--- config.mk ---
export PLATFORM = sky130hd
export DESIGN_NAME = tps_top
export DESIGN_NICKNAME = d
export VERILOG_FILES = /design/src/pkg/tps_pkg.sv /design/src/pkg/tps_tick_if.sv /design/src/rtl/tps_clock_sel.sv /design/src/rtl/tps_top.sv
export SDC_FILE = /design/constraint.sdc
export NUM_CORES = 1
export LEC_CHECK = 0
export ABC_CLOCK_PERIOD_IN_PS = 2600
export BUFFER_PORTS_ARGS = -buffer_cell sky130_fd_sc_hd__clkbuf_2
export CAP_MARGIN = 15
export CORE_ASPECT_RATIO = 0.75
export CORE_MARGIN = 2
export CORE_UTILIZATION = 54
export CTS_BUF_LIST = sky130_fd_sc_hd__clkbuf_2
export DETAILED_ROUTE_END_ITERATION = 8
export GPL_TIMING_DRIVEN = 1
export PLACE_DENSITY = 0.82
export SLEW_MARGIN = 20
export SYNTH_ARGS = -nofsm -noshare
export SYNTH_HDL_FRONTEND = slang
export SYNTH_SLANG_ARGS = --single-unit
--- constraint.sdc ---
create_clock -name clock -period 2.6 [get_ports clock]
set_input_delay 0.52 -clock clock [delete_from_list [all_inputs] [get_ports clock]]
set_output_delay 0.52 -clock clock [all_outputs]
set_load 0.05 [all_outputs]
--- src/pkg/tps_pkg.sv ---
// Package with register map, field positions and prescaler constants for the timer prescaler block
package tps_pkg;
  localparam int unsigned CLK_HZ = 20000000;
  localparam logic [7:0] ADDR_FLAGS = 8'h00;
  localparam logic [7:0] ADDR_MASK = 8'h04;
  localparam logic [7:0] ADDR_CTRL_A = 8'h08;
  localparam logic [7:0] ADDR_CTRL_B = 8'h0c;
  localparam logic [7:0] ADDR_PRESC = 8'h10;
  localparam logic [7:0] ADDR_CMP = 8'h14;
  localparam logic [7:0] ADDR_STATUS = 8'h18;
  localparam logic [7:0] ADDR_COUNT = 8'h1c;
  localparam int OVF0_BIT = 0;
  localparam int CMP0_BIT = 1;
  localparam int PSR_BIT = 0;
  localparam int GIE_BIT = 0;
  localparam int PCPWM_BIT = 3;
  localparam logic [7:0] FLAGS_RST = 8'h00;
  localparam logic [7:0] MASK_RST = 8'h00;
  localparam logic [9:0] DIV8_MASK = 10'h007;
  localparam logic [9:0] DIV64_MASK = 10'h03f;
  localparam logic [9:0] DIV256_MASK = 10'h0ff;
  localparam logic [9:0] DIV1024_MASK = 10'h3ff;
  typedef enum logic [2:0]
  {
    TPS_CS_STOP = 3'h0,
    TPS_CS_DIV1 = 3'h1,
    TPS_CS_DIV8 = 3'h2,
    TPS_CS_DIV64 = 3'h3,
    TPS_CS_DIV256 = 3'h4,
    TPS_CS_DIV1024 = 3'h5,
    TPS_CS_EXT_FALL = 3'h6,
    TPS_CS_EXT_RISE = 3'h7
  } tps_cs_t;
  typedef enum logic [1:0]
  {
    TPS_DIR_UP = 2'b00,
    TPS_DIR_DOWN = 2'b01
  } tps_dir_t;
endpackage

--- src/pkg/tps_tick_if.sv ---
// Interface carrying prescaler taps, clock selects and resulting ticks
interface tps_tick_if;
  logic [3:0] taps;
  logic [2:0] sel_a;
  logic [2:0] sel_b;
  logic pin_a;
  logic pin_b;
  logic tick_a;
  logic tick_b;
  modport src (output taps, output sel_a, output sel_b, output pin_a, output pin_b, input tick_a, input tick_b);
  modport sel (input taps, input sel_a, input sel_b, input pin_a, input pin_b, output tick_a, output tick_b);
endinterface

--- src/rtl/tps_clock_sel.sv ---
// Per-timer clock source selection with count pin synchronizers and edge detectors
module tps_clock_sel
  import tps_pkg::*;
(
  // Clock and reset
  input wire logic clock,
  input wire logic nrst,
  // Tick bus
  tps_tick_if.sel tb
);
  logic [1:0] sync_a_q;
  logic [1:0] sync_b_q;
  logic prev_a_q;
  logic prev_b_q;

  function automatic logic pick(input logic [2:0] cs, input logic [3:0] taps, input logic s, input logic p);
    case (cs)
      TPS_CS_STOP: pick = 1'b0;
      TPS_CS_DIV1: pick = 1'b1;
      TPS_CS_DIV8: pick = taps[0];
      TPS_CS_DIV64: pick = taps[1];
      TPS_CS_DIV256: pick = taps[2];
      TPS_CS_DIV1024: pick = taps[3];
      TPS_CS_EXT_FALL: pick = p & ~s;
      TPS_CS_EXT_RISE: pick = s & ~p;
      default: pick = 1'b0;
    endcase
  endfunction

  wire logic tick_a_d = pick(tb.sel_a, tb.taps, sync_a_q[1], prev_a_q);
  wire logic tick_b_d = pick(tb.sel_b, tb.taps, sync_b_q[1], prev_b_q);

  // Two-stage sampling on the rising edge stands in for the latch plus register
  always_ff @(posedge clock or negedge nrst)
  begin
    if (!nrst)
    begin
      sync_a_q <= 2'h0;
      sync_b_q <= 2'h0;
      prev_a_q <= 1'b0;
      prev_b_q <= 1'b0;
    end
    else
    begin
      sync_a_q <= {sync_a_q[0], tb.pin_a}; // RQ12 RQ18
      sync_b_q <= {sync_b_q[0], tb.pin_b}; // RQ12 RQ18
      prev_a_q <= sync_a_q[1];
      prev_b_q <= sync_b_q[1];
    end
  end

  // Tick is not registered again here, so a pin edge reaches the counter within three cycles
  assign tb.tick_a = tick_a_d; // RQ13 RQ17 RQ20
  assign tb.tick_b = tick_b_d; // RQ13 RQ17 RQ20

  AST_RISE_TICK: assert property (@(posedge clock) disable iff (!nrst)
    (tb.sel_a == TPS_CS_EXT_RISE && sync_a_q[1] && !prev_a_q) |-> tb.tick_a) // RQ13
    else $error("rising pin edge gave no tick");
  AST_STOP_NO_TICK: assert property (@(posedge clock) disable iff (!nrst)
    (tb.sel_a == TPS_CS_STOP) |-> !tb.tick_a) // RQ20
    else $error("tick while stopped");
endmodule

--- src/rtl/tps_top.sv ---
// Shared timer prescaler with timer 0 compare and overflow flag logic behind an APB slave
// Contract
// RQ1: Compare flag with enable and global requests interrupt
// RQ2: Overflow flag with enable and global requests interrupt
// RQ3: Count equal compare value sets compare flag
// RQ4: Compare flag clears on vector or write-one
// RQ5: Overflow sets flag; clears on vector/write-one
// RQ6: Phase-correct mode sets overflow at bottom turn
// RQ7: One prescaler, independent clock select per timer
// RQ8: Select one counts every clock cycle
// RQ9: Taps divide by 8, 64, 256, 1024
// RQ10: Prescaler runs free; first count 1..N+1
// RQ11: Prescaler reset restarts period for both timers
// RQ12: Count pin sampled each clock, then edge-detected
// RQ13: Select 7 rising, select 6 falling edges
// RQ14: Pin edge updates counter about three cycles later
// RQ15: Software toggles external clock only on stable pin
// RQ16: External clock slower than half system clock
// RQ17: External pulses bypass the prescaler divider
// RQ18: Pin edges synchronized to system clock
// RQ19: Prescaler reset bit self-clears, reads zero
// RQ20: Select zero stops the counter
// RQ21: Hardware set beats software clear
//
// The implementer's own choices: register access over APB and the address map.
module tps_top
  import tps_pkg::*;
(
  // Clock and reset
  input wire logic clock,
  input wire logic nrst,
  // APB slave
  input wire logic psel,
  input wire logic penable,
  input wire logic pwrite,
  input wire logic [7:0] paddr,
  input wire logic [31:0] pwdata,
  output logic [31:0] prdata,
  output logic pready,
  output logic pslverr,
  // Count pins
  input wire logic count_pin_a,
  input wire logic count_pin_b,
  // Core side
  input wire logic core_int_enable,
  input wire logic cmp0_vector_ack,
  input wire logic ovf0_vector_ack,
  output logic cmp0_irq,
  output logic ovf0_irq,
  // Timer ticks
  output logic timer_a_tick,
  output logic timer_b_tick
);
  import tps_pkg::*;

  tps_tick_if tb ();

  logic [9:0] presc_q;
  logic [1:0] flags_q;
  logic [1:0] mask_q;
  logic [3:0] ctrl_a_q;
  logic [2:0] ctrl_b_q;
  logic [7:0] cmp0_value_q;
  logic [7:0] count_q;
  tps_dir_t dir_q;
  logic [31:0] prdata_q;
  logic pready_q;
  logic pslverr_q;
  logic cmp0_irq_q;
  logic ovf0_irq_q;
  logic tick_a_q;
  logic tick_b_q;
  logic psr_q;

  // APB decode
  wire logic acc = psel & penable & ~pready_q;
  wire logic wr = acc & pwrite;
  wire logic hit_flags = paddr == ADDR_FLAGS;
  wire logic hit_mask = paddr == ADDR_MASK;
  wire logic hit_ctrl_a = paddr == ADDR_CTRL_A;
  wire logic hit_ctrl_b = paddr == ADDR_CTRL_B;
  wire logic hit_presc = paddr == ADDR_PRESC;
  wire logic hit_cmp = paddr == ADDR_CMP;
  wire logic hit_status = paddr == ADDR_STATUS;
  wire logic hit_count = paddr == ADDR_COUNT;
  wire logic mapped = hit_flags | hit_mask | hit_ctrl_a | hit_ctrl_b | hit_presc | hit_cmp | hit_status | hit_count;
  wire logic psr_wr = wr & hit_presc & pwdata[PSR_BIT];

  // Prescaler taps: a tap fires when its low bits roll over
  function automatic logic tap(input logic [9:0] cnt, input logic [9:0] m);
    tap = (cnt & m) == m;
  endfunction

  wire logic [3:0] taps = {tap(presc_q, DIV1024_MASK), tap(presc_q, DIV256_MASK),
                           tap(presc_q, DIV64_MASK), tap(presc_q, DIV8_MASK)}; // RQ9

  assign tb.taps = psr_q ? 4'h0 : taps;
  assign tb.sel_a = ctrl_a_q[2:0]; // RQ7
  assign tb.sel_b = ctrl_b_q; // RQ7
  assign tb.pin_a = count_pin_a;
  assign tb.pin_b = count_pin_b;

  tps_clock_sel u_sel (
    .clock(clock),
    .nrst(nrst),
    .tb(tb)
  );

  // Timer 0 counter: normal wrap or phase-correct up/down
  wire logic pcpwm = ctrl_a_q[PCPWM_BIT];
  wire logic step = tb.tick_a;
  wire logic at_max = count_q == 8'hff;
  wire logic at_zero = count_q == 8'h00;
  wire logic ovf_evt = step & (pcpwm ? (dir_q == TPS_DIR_DOWN && count_q == 8'h01) : at_max); // RQ5 RQ6
  wire logic cmp_evt = step & (count_q == cmp0_value_q); // RQ3
  wire logic count_wr = wr & hit_count;

  function automatic logic [7:0] next_count(input logic [7:0] c, input logic pc, input tps_dir_t d);
    if (pc && d == TPS_DIR_DOWN)
      next_count = c - 8'h01;
    else
      next_count = c + 8'h01;
  endfunction

  wire tps_dir_t dir_d = !pcpwm ? TPS_DIR_UP :
                         (dir_q == TPS_DIR_UP && count_q == 8'hfe) ? TPS_DIR_DOWN :
                         (dir_q == TPS_DIR_DOWN && count_q == 8'h01) ? TPS_DIR_UP : dir_q;

  // Flags: hardware set wins over write-one and vector clears
  wire logic [1:0] set_v = {cmp_evt, ovf_evt};
  wire logic [1:0] w1c_v = (wr & hit_flags) ? {pwdata[CMP0_BIT], pwdata[OVF0_BIT]} : 2'b00;
  wire logic [1:0] ack_v = {cmp0_vector_ack, ovf0_vector_ack};
  wire logic [1:0] flags_d = set_v | (flags_q & ~(w1c_v | ack_v)); // RQ4 RQ5 RQ21

  wire logic [31:0] rd_mux =
    hit_flags ? {30'h0, flags_q} :
    hit_mask ? {30'h0, mask_q} :
    hit_ctrl_a ? {28'h0, ctrl_a_q} :
    hit_ctrl_b ? {29'h0, ctrl_b_q} :
    hit_cmp ? {24'h0, cmp0_value_q} :
    hit_count ? {24'h0, count_q} :
    hit_status ? {29'h0, dir_q == TPS_DIR_DOWN, tick_b_q, tick_a_q} :
    32'h0; // RQ19

  // Free-running prescaler, restarted by the reset bit for both timers
  always_ff @(posedge clock or negedge nrst)
  begin
    if (!nrst)
    begin
      presc_q <= 10'h000;
      psr_q <= 1'b0;
    end
    else
    begin
      psr_q <= psr_wr; // RQ19
      presc_q <= psr_wr ? 10'h000 : presc_q + 10'h001; // RQ10 RQ11
    end
  end

  // APB register file
  always_ff @(posedge clock or negedge nrst)
  begin
    if (!nrst)
    begin
      mask_q <= MASK_RST[1:0];
      ctrl_a_q <= 4'h0;
      ctrl_b_q <= 3'h0;
      cmp0_value_q <= 8'h00;
      prdata_q <= 32'h0;
      pready_q <= 1'b0;
      pslverr_q <= 1'b0;
    end
    else
    begin
      pready_q <= acc;
      pslverr_q <= acc & ~mapped;
      prdata_q <= (acc & ~pwrite) ? rd_mux : 32'h0;
      if (wr && hit_mask)
        mask_q <= pwdata[1:0];
      if (wr && hit_ctrl_a)
        ctrl_a_q <= pwdata[3:0];
      if (wr && hit_ctrl_b)
        ctrl_b_q <= pwdata[2:0];
      if (wr && hit_cmp)
        cmp0_value_q <= pwdata[7:0];
    end
  end

  // Timer 0 counter and flags
  always_ff @(posedge clock or negedge nrst)
  begin
    if (!nrst)
    begin
      count_q <= 8'h00;
      dir_q <= TPS_DIR_UP;
      flags_q <= FLAGS_RST[1:0];
    end
    else
    begin
      flags_q <= flags_d;
      if (count_wr)
        count_q <= pwdata[7:0];
      else if (step)
      begin
        count_q <= next_count(count_q, pcpwm, dir_q); // RQ8 RQ14
        dir_q <= dir_d;
      end
    end
  end

  // Interrupt requests and registered outputs
  always_ff @(posedge clock or negedge nrst)
  begin
    if (!nrst)
    begin
      cmp0_irq_q <= 1'b0;
      ovf0_irq_q <= 1'b0;
      tick_a_q <= 1'b0;
      tick_b_q <= 1'b0;
    end
    else
    begin
      cmp0_irq_q <= flags_d[CMP0_BIT] & mask_q[CMP0_BIT] & core_int_enable; // RQ1
      ovf0_irq_q <= flags_d[OVF0_BIT] & mask_q[OVF0_BIT] & core_int_enable; // RQ2
      tick_a_q <= tb.tick_a;
      tick_b_q <= tb.tick_b;
    end
  end

  assign prdata = prdata_q;
  assign pready = pready_q;
  assign pslverr = pslverr_q;
  assign cmp0_irq = cmp0_irq_q;
  assign ovf0_irq = ovf0_irq_q;
  assign timer_a_tick = tick_a_q;
  assign timer_b_tick = tick_b_q;

  AST_CMP_IRQ: assert property (@(posedge clock) disable iff (!nrst)
    (flags_q[CMP0_BIT] && mask_q[CMP0_BIT] && core_int_enable && !cmp0_vector_ack && !w1c_v[1]) |=> cmp0_irq) // RQ1
    else $error("compare irq missing");
  AST_OVF_IRQ: assert property (@(posedge clock) disable iff (!nrst)
    (!mask_q[OVF0_BIT] || !core_int_enable) |=> !ovf0_irq) // RQ2
    else $error("overflow irq while masked");
  AST_CMP_SET: assert property (@(posedge clock) disable iff (!nrst)
    cmp_evt |=> flags_q[CMP0_BIT]) // RQ3
    else $error("compare flag not set");
  AST_CMP_CLR: assert property (@(posedge clock) disable iff (!nrst)
    (flags_q[CMP0_BIT] && cmp0_vector_ack && !cmp_evt) |=> !flags_q[CMP0_BIT]) // RQ4
    else $error("compare flag not cleared by vector");
  AST_OVF_SET: assert property (@(posedge clock) disable iff (!nrst)
    (step && !pcpwm && at_max && !count_wr) |=> flags_q[OVF0_BIT] && count_q == 8'h00) // RQ5
    else $error("overflow flag not set on wrap");
  AST_PC_OVF: assert property (@(posedge clock) disable iff (!nrst)
    (pcpwm && ovf_evt && !count_wr) |=> at_zero && flags_q[OVF0_BIT]) // RQ6
    else $error("phase correct overflow not at bottom");
  AST_DIV1: assert property (@(posedge clock) disable iff (!nrst)
    (tb.sel_a == TPS_CS_DIV1) |-> tb.tick_a) // RQ8
    else $error("divide by one missed a cycle");
  AST_DIV8_GAP: assert property (@(posedge clock) disable iff (!nrst)
    (taps[0] && !psr_wr) |=> !taps[0] [*7]) // RQ9
    else $error("divide by eight tap too frequent");
  AST_PSR_RESTART: assert property (@(posedge clock) disable iff (!nrst)
    psr_wr |=> presc_q == 10'h000 && tb.taps == 4'h0) // RQ11
    else $error("prescaler not restarted");
  AST_SET_WINS: assert property (@(posedge clock) disable iff (!nrst)
    (ovf_evt && w1c_v[0]) |=> flags_q[OVF0_BIT]) // RQ21
    else $error("set lost to clear");
endmodule

==> results of run 1 <==
layer usage:
layer	GRT usage	wire length, um
met5	0	0
met4	0.07568	92
met3	0.06730	674
met1	0.3165	3211
met2	0.3286	3087
synthesized netlist by cell type, types with 2 or more instances:
library cell	count
a211oi_1	4
a21boi_0	2
a21oi_1	7
a22o_1	2
a22oi_1	2
a31o_2	2
a32oi_1	2
and2_1	2
and3_1	6
and4_1	2
buf_2	2
buf_4	24
clkbuf_1	9
dfrtp_1	59
ha_1	6
inv_1	8
mux2_2	19
mux2i_1	11
nand2_1	21
nand2b_1	5
nand3_1	14
nand4_1	3
nor2_1	40
nor2b_1	4
nor3_1	8
nor3_2	2
nor4_1	4
nor4bb_1	2
o211ai_1	2
o21ai_0	6
o22a_1	3
o22ai_1	2
o311a_1	3
or2_2	3
or4_4	2
xnor2_1	5
xor2_1	12
per-stage QoR:
| step | hold WS (ns) | cells | util | setup slack (ns) | total power [mW] |
|---|---|---|---|---|---|
| floorplan | 0.2244 | 353 | - | 0.2865 | 1.391 |
| global placement | 0.3368 | 444 | 0.6034 | 0.1607 | 1.462 |
| detailed placement | 0.3364 | 444 | 0.6034 | 0.1147 | 1.483 |
| CTS | 0.02504 | 460 | 0.6171 | 0.4291 | 1.912 |
| global route | 0.02515 | 460 | 0.6171 | 0.2743 | 2.017 |
| finish | 0.01460 | 460 | 0.6171 | 0.4229 | 1.907 |
cells by family (layout without fill, tap and decap cells):
| logic type | after synthesis | after routing | share of synthesized area |
|---|---|---|---|
| compound gates | 45 | 45 | 0.1009 |
| fa+ha+maj | 6 | 6 | 0.02276 |
| other cells | 1 | 24 | 0.001137 |
| flops | 59 | 59 | 0.4476 |
| buf+inv | 45 | 74 | 0.08156 |
| simple gates | 127 | 127 | 0.2026 |
| mux | 30 | 30 | 0.09826 |
| xor+xnor | 17 | 17 | 0.04514 |
power breakdown:
part           total, mW  leakage (nW)  internal (mW)  switching (mW)
Clock              0.436        0.0479          0.111           0.325
Combinational      0.392         0.962          0.145           0.247
Sequential          1.08         0.786          0.987          0.0922
layout make-up:
class	count	area (um2)	area share
timing repair buffer	50	290.3	0.08033
sequential	59	1476	0.4086
tap	78	97.59	0.02701
clock buffer	9	45.04	0.01247
inverter	8	30.03	0.008310
clock inverter	7	35.03	0.009695
multi-input combinational	249	1639	0.4536
final timing paths:
check,slack [ns],from,to
setup / recovery,0.42,presc_q[0]$_DFF_PN0_,cmp0_irq$_DFF_PN0_
hold reg to reg,0.37,u_sel.sync_b_q[0]$_DFF_PN0_,u_sel.sync_b_q[1]$_DFF_PN0_
setup reg to reg,0.42,presc_q[0]$_DFF_PN0_,cmp0_irq$_DFF_PN0_
min in group clock,0.12,count_pin_a,u_sel.sync_a_q[0]$_DFF_PN0_
max in group asynchronous,1.98,nrst,presc_q[0]$_DFF_PN0_
hold / removal,0.01,nrst,cmp0_value_q[5]$_DFFE_PN0P_
registers in the layout (all words and copies together), names as in the netlist, 2 cells and up:
register and cells:
cmp0_value_q 8, u_sel.sync_a_q 2, flags_q 2, mask_q 2, ctrl_a_q 4, u_sel.sync_b_q 2
prdata 8, ctrl_b_q 3, presc_q 10, count_q 8
==> impl_metrics.csv, run 1 <==
group,metric,value,unit
worst_setup_path,crit_buf_inv,1,
floorplanning,rows,24,
worst_setup_path,crit_arrival,2.62,ns
run_status,status,"complete, no violations",
timing,drv_slew,0,
worst_setup_path,cp_top_family,"compound AO/OA/AOI/OAI gates",
worst_setup_path,cpPeakStageDelay,0.42,ns
global_route,overflow,0,
logic_synthesis,synthFlopType,"dfrtp_1",
logic_synthesis,synth-edff-count,0,
global_route,grt_pass1_vias,2375,
clocking,post-cts-setup-buffer-count,0,
worst_setup_path,crit_chain,"ha_1 > ha_1 > nor4bb_1 > a21oi_1 > o211ai_1 > buf_4 > a31o_2 > and3_1",
logic_synthesis,synth_top_area_frac,0.4476,
power_and_ir_drop,p_per_area,527.9,mW/mm2
placement,dp_hpwl,5.273,mm
logic_synthesis,ys.warnings.count,0,
logic_synthesis,async_flop_share,1.000,
placement,portBuffers,39,
global_route,grt_start_max_net_pins,37,
floorplanning,core,0.005856,mm2
logic_synthesis,syn_area,0.003298,mm2
timing,hold_viol,0,
route,vias_per_cell,5.611,
layout,layout-drive-gt1-share,0.2435,
layout,num_antenna_cells,0,
global_route,antenna_found_initial,0,
route,drt-pass1-iter-count,4,
route,antenna_left,0,
clocking,cts.path.max_buffers,2,
timing,setup_tns,0,ns
logic_synthesis,synthesis.instances,330,
timing,slew_headroom,0.5747,
floorplanning,dieWidth,94.24,um
worst_setup_path,required,3.04,ns
floorplanning,die-area,0.006755,mm2
clocking,clk_pin_slew,0.15,ns
clocking,ctsHtreeMaxLevel,3,
timing,setup_viol,0,
clocking,holdBufCountCts,0,
job,maxCapViolCount,0,
route,num_vias,2581,
logic_synthesis,yosysSeqAreaShare,0.4476,
clocking,cts-root-buf,"clkbuf_2",
global_route,gr-usage-all-layers,0.2228,
worst_setup_path,slowest_stage,"dfrtp_1",
worst_setup_path,cp_common_cell,"ha_1",
timing,period_share,0.8374,
worst_setup_path,worstSetupEndpointType,"register",
route,wl_per_cell,15.36,um
clocking,ctsResizeCount,0,
layout,stdcell_area,0.003613,mm2
logic_synthesis,synth.distinct_cells,57,
route,drt_iter0_markers,174,
layout,area_delta_synth_final,9.560,%
logic_synthesis,syn_area_per_cell,9.994,um2
floorplanning,start_util,0.5632,
timing,finalClockSkew,0.008942,ns
layout,layout_commonest_cell,"dfrtp_1",
layout,layout_common_cells,"dfrtp_1 (59), clkbuf_2 (48), nor2_1 (40)",
worst_hold_path,hold_class,"in2async",
route,routed_wl,7.064,mm
timing,tightestPinTransition,0.6379,ns
placement,place_area,0.003533,mm2
worst_setup_path,r2r_cells,8,
clocking,cts_buffers,9,
floorplanning,fp.dieH,71.68,um
power_and_ir_drop,cellLeakagePower,1.796,nW
route,drc,0,
worst_setup_path,critPathMaxFanout,16,
worst_setup_path,path_class,"reg2reg",
logic_synthesis,ys_ff_latch,59,
timing,fmax,459.3,MHz
placement,gp_congestion,0.9079,
timing,layout_min_cycle_time,2.177,ns
floorplanning,ios,88,
logic_synthesis,post-synth-top-area-cell,"dfrtp_1",
global_route,grt_pass1_wl,11.49,mm
clocking,insertion_delay,0.49,ns
clocking,clock_sinks,59,
worst_setup_path,path_depth,8,
layout,nets,433,
power_and_ir_drop,max-vdd-ir-drop,0.0003552,V
logic_synthesis,synthTopCellsByArea,"dfrtp_1 (45%), mux2_2 (6.5%), buf_4 (5.5%), nor2_1 (4.6%), mux2i_1 (3.3%)",
timing,rsz0062_at_grt,"no",
clocking,cts_tree,"yes",
worst_setup_path,start_kind,"register",
layout,num-fill-cells,486,
Power figures use the tool's default switching activity.
==> run 2: changes to the inputs <==
--- a/config.mk
+++ b/config.mk
@@ -5,7 +5,8 @@
 export SDC_FILE = /design/constraint.sdc
 export NUM_CORES = 1
 export LEC_CHECK = 0
-export ABC_CLOCK_PERIOD_IN_PS = 2600
+export ABC_AREA = 1
+export ABC_CLOCK_PERIOD_IN_PS = 2200
 export BUFFER_PORTS_ARGS = -buffer_cell sky130_fd_sc_hd__clkbuf_2
 export CAP_MARGIN = 15
 export CORE_ASPECT_RATIO = 0.75
@@ -14,7 +15,7 @@
 export CTS_BUF_LIST = sky130_fd_sc_hd__clkbuf_2
 export DETAILED_ROUTE_END_ITERATION = 8
 export GPL_TIMING_DRIVEN = 1
-export PLACE_DENSITY = 0.82
+export PLACE_DENSITY = 0.81
 export SLEW_MARGIN = 20
 export SYNTH_ARGS = -nofsm -noshare
 export SYNTH_HDL_FRONTEND = slang
==> constraint.sdc (replaced) <==
create_clock -name clock -period 2.2 [get_ports clock]
set_input_delay 0.44 -clock clock [delete_from_list [all_inputs] [get_ports clock]]
set_output_delay 0.44 -clock clock [all_outputs]
set_load 0.05 [all_outputs]
==> impl_metrics.csv, run 2 <==
group,metric,value,unit
power_and_ir_drop,cellLeakagePower,1.933,nW
clocking,cts_tree,"yes",
logic_synthesis,ys_ff_latch,59,
timing,fin_hold_ws,0.04379,ns
layout,layout_commonest_cell,"nand2_1",
route,vias_per_cell,5.363,
floorplanning,die-area,0.007055,mm2
floorplanning,start_util,0.5518,
logic_synthesis,ys.warnings.count,0,
logic_synthesis,synthTopCellsByArea,"dfrtp_1 (43%), nand2_1 (14%), nand3_1 (5.8%), buf_4 (5.2%), inv_1 (5.0%)",
floorplanning,ios,88,
run_status,status,"complete, no violations",
global_route,grt_pass1_vias,2740,
global_route,overflow,0,
route,drt-pass1-iter-count,5,
global_route,grt_start_max_net_pins,60,
timing,setup_viol,0,
power_and_ir_drop,max-vdd-ir-drop,0.0003497,V
layout,nets,556,
logic_synthesis,synth.most_common_cell,"nand2_1",
layout,area_delta_synth_final,10.51,%
logic_synthesis,synthesis.instances,453,
clocking,insertion_delay,0.51,ns
clocking,clk_pin_slew,0.17,ns
logic_synthesis,syn_area,0.003452,mm2
clocking,clock_sinks,59,
job,maxCapViolCount,0,
floorplanning,fp.dieH,73.24,um
timing,setup_tns,0,ns
route,num_vias,3143,
logic_synthesis,synth_top_area_frac,0.4277,
layout,num-fill-cells,562,
logic_synthesis,synth.distinct_cells,35,
floorplanning,core,0.006256,mm2
timing,finalClockSkew,0.02739,ns
worst_setup_path,worstSetupEndpointType,"register",
route,routed_wl,7.897,mm
layout,layout_common_cells,"nand2_1 (129), dfrtp_1 (59), clkbuf_2 (48)",
logic_synthesis,post-synth-top-area-cell,"dfrtp_1",
layout,num_antenna_cells,0,
timing,rsz0062_at_grt,"no",
timing,fin_ws,0.2359,ns
layout,final_core_util,0.6098,
floorplanning,rows,25,
logic_synthesis,async_flop_share,1.000,
power_and_ir_drop,totalPowerFinal,2.736,mW
layout,register_area,0.001476,mm2
layout,multi_input_area,0.001650,mm2
timing,layout_min_cycle_time,1.964,ns
floorplanning,dieWidth,96.33,um
worst_setup_path,path_class,"reg2reg",
worst_setup_path,critPathMaxFanout,8,
route,drc,0,
placement,dp_hpwl,5.778,mm
worst_setup_path,start_kind,"register",
global_route,antenna_found_initial,0,
route,antenna_left,0,
logic_synthesis,synth-edff-count,0,
timing,hold_viol,0,
clocking,cts-root-buf,"clkbuf_2",
layout,stdcell_area,0.003815,mm2
layout,fin_cells,586,
route,wl_per_cell,13.48,um
layout,largest_reg_flops,10,
logic_synthesis,synth_common_cells,"nand2_1 (129), dfrtp_1 (59), inv_1 (46), nand3_1 (40), nor2_1 (39)",
power_and_ir_drop,p_per_area,717.1,mW/mm2
clocking,ctsResizeCount,0,
timing,drv_slew,0,
layout,top_register,"presc_q",
worst_hold_path,hold_class,"in2reg",
placement,gp_congestion,0.9608,
layout,layout-drive-gt1-share,0.1446,
global_route,gr-usage-all-layers,0.2359,
logic_synthesis,syn_area_per_cell,7.620,um2
global_route,grt_pass1_wl,12.64,mm
timing,fmax,509.1,MHz
logic_synthesis,synthFlopType,"dfrtp_1",
clocking,ctsHtreeMaxLevel,3,
worst_setup_path,crit_arrival,2.41,ns
logic_synthesis,yosysSeqAreaShare,0.4277,
clocking,post-cts-setup-buffer-count,0,
placement,place_area,0.003643,mm2
clocking,cts_buffers,9,
placement,dpl_worst_slack,0.3027,ns
clocking,cts.path.max_buffers,2,
route,drt_iter0_markers,264,
timing,period_share,0.8928,
placement,portBuffers,39,
placement,placed_cells,568,
worst_setup_path,required,2.64,ns
==> run 2: changes by cell type in the layout (fill, tap and decap cells not counted), sizes merged, moves of 9 or more <==
cell	before	now
nand2	21	132
inv	8	50
buf	11	2
mux2i	11	0
nand3	14	42
mux2	19	4
o21ai	6	25
nand4	3	12
==> run 2: report_power, final <==
part / leakage [nW] / internal (mW) / total, mW / switching (mW)
combinational: 1.07 / 0.182 / 0.541 / 0.359
sequential: 0.777 / 1.18 / 1.31 / 0.127
clock: 0.0884 / 0.478 / 0.888 / 0.411
==> run 2: cell type report <==
type                            instances  area share
Timing Repair Buffer                   43     0.06363
Sequential cell                        59      0.3870
Inverter                               51     0.05051
Tap cell                               81     0.02657
Clock buffer                            9     0.01181
Clock inverter                          7     0.02788
Multi-Input combinational cell        336      0.4326
==> run 2: final timing paths <==
kind                                                    end                   startpoint  depth (start not counted)  slack (ns)
worst max-delay path                 count_q[7]$_DFFE_PN0P_         presc_q[0]$_DFF_PN0_                          9        0.24
worst min-delay path            u_sel.sync_b_q[0]$_DFF_PN0_                  count_pin_b                          1        0.04
worst max register to register       count_q[7]$_DFFE_PN0P_         presc_q[0]$_DFF_PN0_                          9        0.24
worst min register to register  u_sel.sync_a_q[1]$_DFF_PN0_  u_sel.sync_a_q[0]$_DFF_PN0_                          0        0.35
max in group asynchronous       u_sel.sync_a_q[0]$_DFF_PN0_                         nrst                          3        1.47
min in group asynchronous               prdata[7]$_DFF_PN0_                         nrst                          3        0.43
==> run 2: worst max-delay path, cell delays in order, from the launching register on <==
cell     delay [ns]
dfrtp_1        0.43
ha_1           0.22
ha_1           0.21
nand3_1        0.09
a21oi_1        0.06
nand2_1        0.11
nand4_2        0.25
nor2_2         0.39
nand2_1        0.09
nand2_1        0.07
==> run 2: kinds of logic after synthesis <==
kind of cell	Yosys count	share of synthesized area
multiplexers	4	0.01522
AND/OR/NAND/NOR	243	0.3092
buffers and inverters	81	0.1192
AO/OA/AOI/OAI	44	0.06778
other	1	0.001086
XOR/XNOR	15	0.03806
flip-flops	59	0.4277
adder cells (fa/ha/maj)	6	0.02175
==> run 2: routing by layer <==
| layer | vias to the layer above | track usage | routed length (um) |
|---|---|---|---|
| met5 | - | 0 | 0 |
| met4 | 0 | 0.06416 | 108 |
| met3 | 17 | 0.07541 | 659 |
| met2 | 139 | 0.3418 | 3495 |
| met1 | 1479 | 0.3413 | 3634 |
| li1 | 1508 | - | - |
==> run 2: repair_timing <==
action	CTS	global route
setup endpoints to repair	0	0
endpoints found under the hold margin	59	1
hold buffers	1	1
==> run 3: changes to the inputs <==
--- a/config.mk
+++ b/config.mk
@@ -6,7 +6,7 @@
 export NUM_CORES = 1
 export LEC_CHECK = 0
 export ABC_AREA = 1
-export ABC_CLOCK_PERIOD_IN_PS = 2200
+export ABC_CLOCK_PERIOD_IN_PS = 2500
 export BUFFER_PORTS_ARGS = -buffer_cell sky130_fd_sc_hd__clkbuf_2
 export CAP_MARGIN = 15
 export CORE_ASPECT_RATIO = 0.75
==> constraint.sdc (replaced) <==
create_clock -name clock -period 2.5 [get_ports clock]
set_input_delay 0.5 -clock clock [delete_from_list [all_inputs] [get_ports clock]]
set_output_delay 0.5 -clock clock [all_outputs]
set_load 0.05 [all_outputs]
==> impl_metrics.csv, run 3 (same netlist as run 2, synthesis figures left out) <==
group,metric,value,unit
route,drc,0,
floorplanning,start_util,0.5518,
timing,setup_tns,0,ns
floorplanning,ios,88,
layout,num_antenna_cells,0,
worst_setup_path,path_class,"reg2reg",
route,antenna_left,0,
worst_setup_path,cpPeakStageDelay,0.43,ns
route,vias_per_cell,5.264,
worst_setup_path,slowest_stage,"dfrtp_1",
clocking,holdBufCountCts,1,
placement,gp_congestion,0.9100,
floorplanning,fp.dieH,73.24,um
clocking,cts.path.max_buffers,2,
worst_setup_path,cp_top_family,"simple AND/OR/NAND/NOR gates",
global_route,grt_pass1_vias,2633,
floorplanning,dieWidth,96.33,um
placement,place_area,0.003636,mm2
route,routed_wl,7.709,mm
timing,tightestPinTransition,0.5881,ns
timing,setup_viol,0,
clocking,ctsResizeCount,0,
layout,num-fill-cells,600,
layout,final_core_util,0.6046,
timing,layout_min_cycle_time,1.991,ns
global_route,grt_start_max_net_pins,38,
worst_setup_path,critPathMaxFanout,8,
worst_hold_path,hold_class,"in2reg",
timing,period_share,0.7965,
timing,hold_viol,0,
placement,dp_hpwl,5.806,mm
layout,layout_commonest_cell,"nand2_1",
worst_setup_path,start_kind,"register",
worst_setup_path,crit_arrival,2.45,ns
global_route,antenna_found_initial,0,
clocking,cts_tree,"yes",
global_route,overflow,0,
route,wl_per_cell,13.20,um
layout,nets,554,
clocking,clk_pin_slew,0.17,ns
power_and_ir_drop,max-vdd-ir-drop,0.0004371,V
layout,layout_common_cells,"nand2_1 (129), dfrtp_1 (59), clkbuf_2 (48)",
layout,top_register,"presc_q",
route,drt_iter0_markers,276,
layout,area_delta_synth_final,9.569,%
clocking,clock_sinks,59,
power_and_ir_drop,cellLeakagePower,1.917,nW
global_route,gr-usage-all-layers,0.2350,
timing,drv_slew,0,
clocking,ctsHtreeMaxLevel,3,
worst_setup_path,startpoint,"presc_q[0]$_DFF_PN0_",
floorplanning,core,0.006256,mm2
route,num_vias,3074,
floorplanning,rows,25,
power_and_ir_drop,p_per_area,616.3,mW/mm2
worst_hold_path,hold_start,"count_pin_a",
layout,layout-drive-gt1-share,0.1491,
layout,stdcell_area,0.003782,mm2
clocking,cts-root-buf,"clkbuf_2",
floorplanning,die-area,0.007055,mm2
worst_setup_path,r2r_start,"presc_q[0]$_DFF_PN0_",
clocking,insertion_delay,0.52,ns
timing,slew_headroom,0.6079,
timing,finalClockSkew,0.03465,ns
global_route,grt_pass1_wl,12.50,mm
placement,portBuffers,39,
worst_setup_path,cp_common_cell,"nand2_1",
worst_setup_path,worstSetupEndpointType,"register",
layout,largest_reg_flops,10,
timing,fmax,502.2,MHz
clocking,post-cts-setup-buffer-count,0,
worst_setup_path,crit_chain,"ha_1 > ha_1 > nand3_1 > a21oi_1 > nand2_1 > nand4_2 > nor2_2 > nand2_1 > nand2_1",
clocking,cts_buffers,9,
route,drt-pass1-iter-count,6,
job,maxCapViolCount,0,
timing,rsz0062_at_grt,"no",
worst_setup_path,required,2.96,ns
run_status,status,"complete, no violations",
worst_setup_path,crit_buf_inv,0,
[run 3: final cells by class]
type	count	area [um2]	area share
multi-input cells	336	1650	0.4363
flip-flops and latches	59	1476	0.3903
repair buffers	41	225.2	0.05954
inverters	51	192.7	0.05094
well taps	81	101.3	0.02679
clock inverters	7	91.34	0.02415
clock buffers	9	45.04	0.01191
[run 3: worst paths after layout]
| path | slack, ns | cells past startpoint | endpoint |
|---|---|---|---|
| worst max-delay path | 0.51 | 9 | count_q[2]$_DFFE_PN0P_ |
| min in group asynchronous | 0.48 | 2 | prdata[7]$_DFF_PN0_ |
| worst min register to register | 0.37 | 0 | u_sel.sync_b_q[1]$_DFF_PN0_ |
| max in group asynchronous | 1.38 | 3 | u_sel.sync_b_q[0]$_DFF_PN0_ |
| worst min-delay path | 0.08 | 1 | u_sel.sync_a_q[0]$_DFF_PN0_ |
| worst max register to register | 0.51 | 9 | count_q[2]$_DFFE_PN0P_ |
[run 3: routing by layer]
layer / GRT usage / share of wire
met1: 0.3559 / 0.47
met2: 0.3225 / 0.42
met3: 0.08264 / 0.090
met4: 0.05164 / 0.014
met5: 0 / 0
[run 3: per-stage QoR]
step / total power, mW / worst slack [ns] / instances / hold WS, ns
floorplan: 1.528 / 0.8517 / 476 / 0.2044
global placement: 1.614 / 0.5401 / 567 / 0.3333
detailed placement: 1.632 / 0.5027 / 567 / 0.3347
CTS: 2.341 / 0.5274 / 584 / 0.06059
global route: 2.474 / 0.3894 / 584 / 0.03704
finish: 2.331 / 0.5087 / 584 / 0.08297
[run 3: where the power goes]
group          internal, mW  leakage [nW]  total [mW]  switching, mW
Sequential             1.04         0.777        1.15          0.109
Clock                 0.329        0.0821       0.709          0.380
Combinational         0.159          1.06       0.475          0.316
Total                  1.53          1.92        2.33          0.805
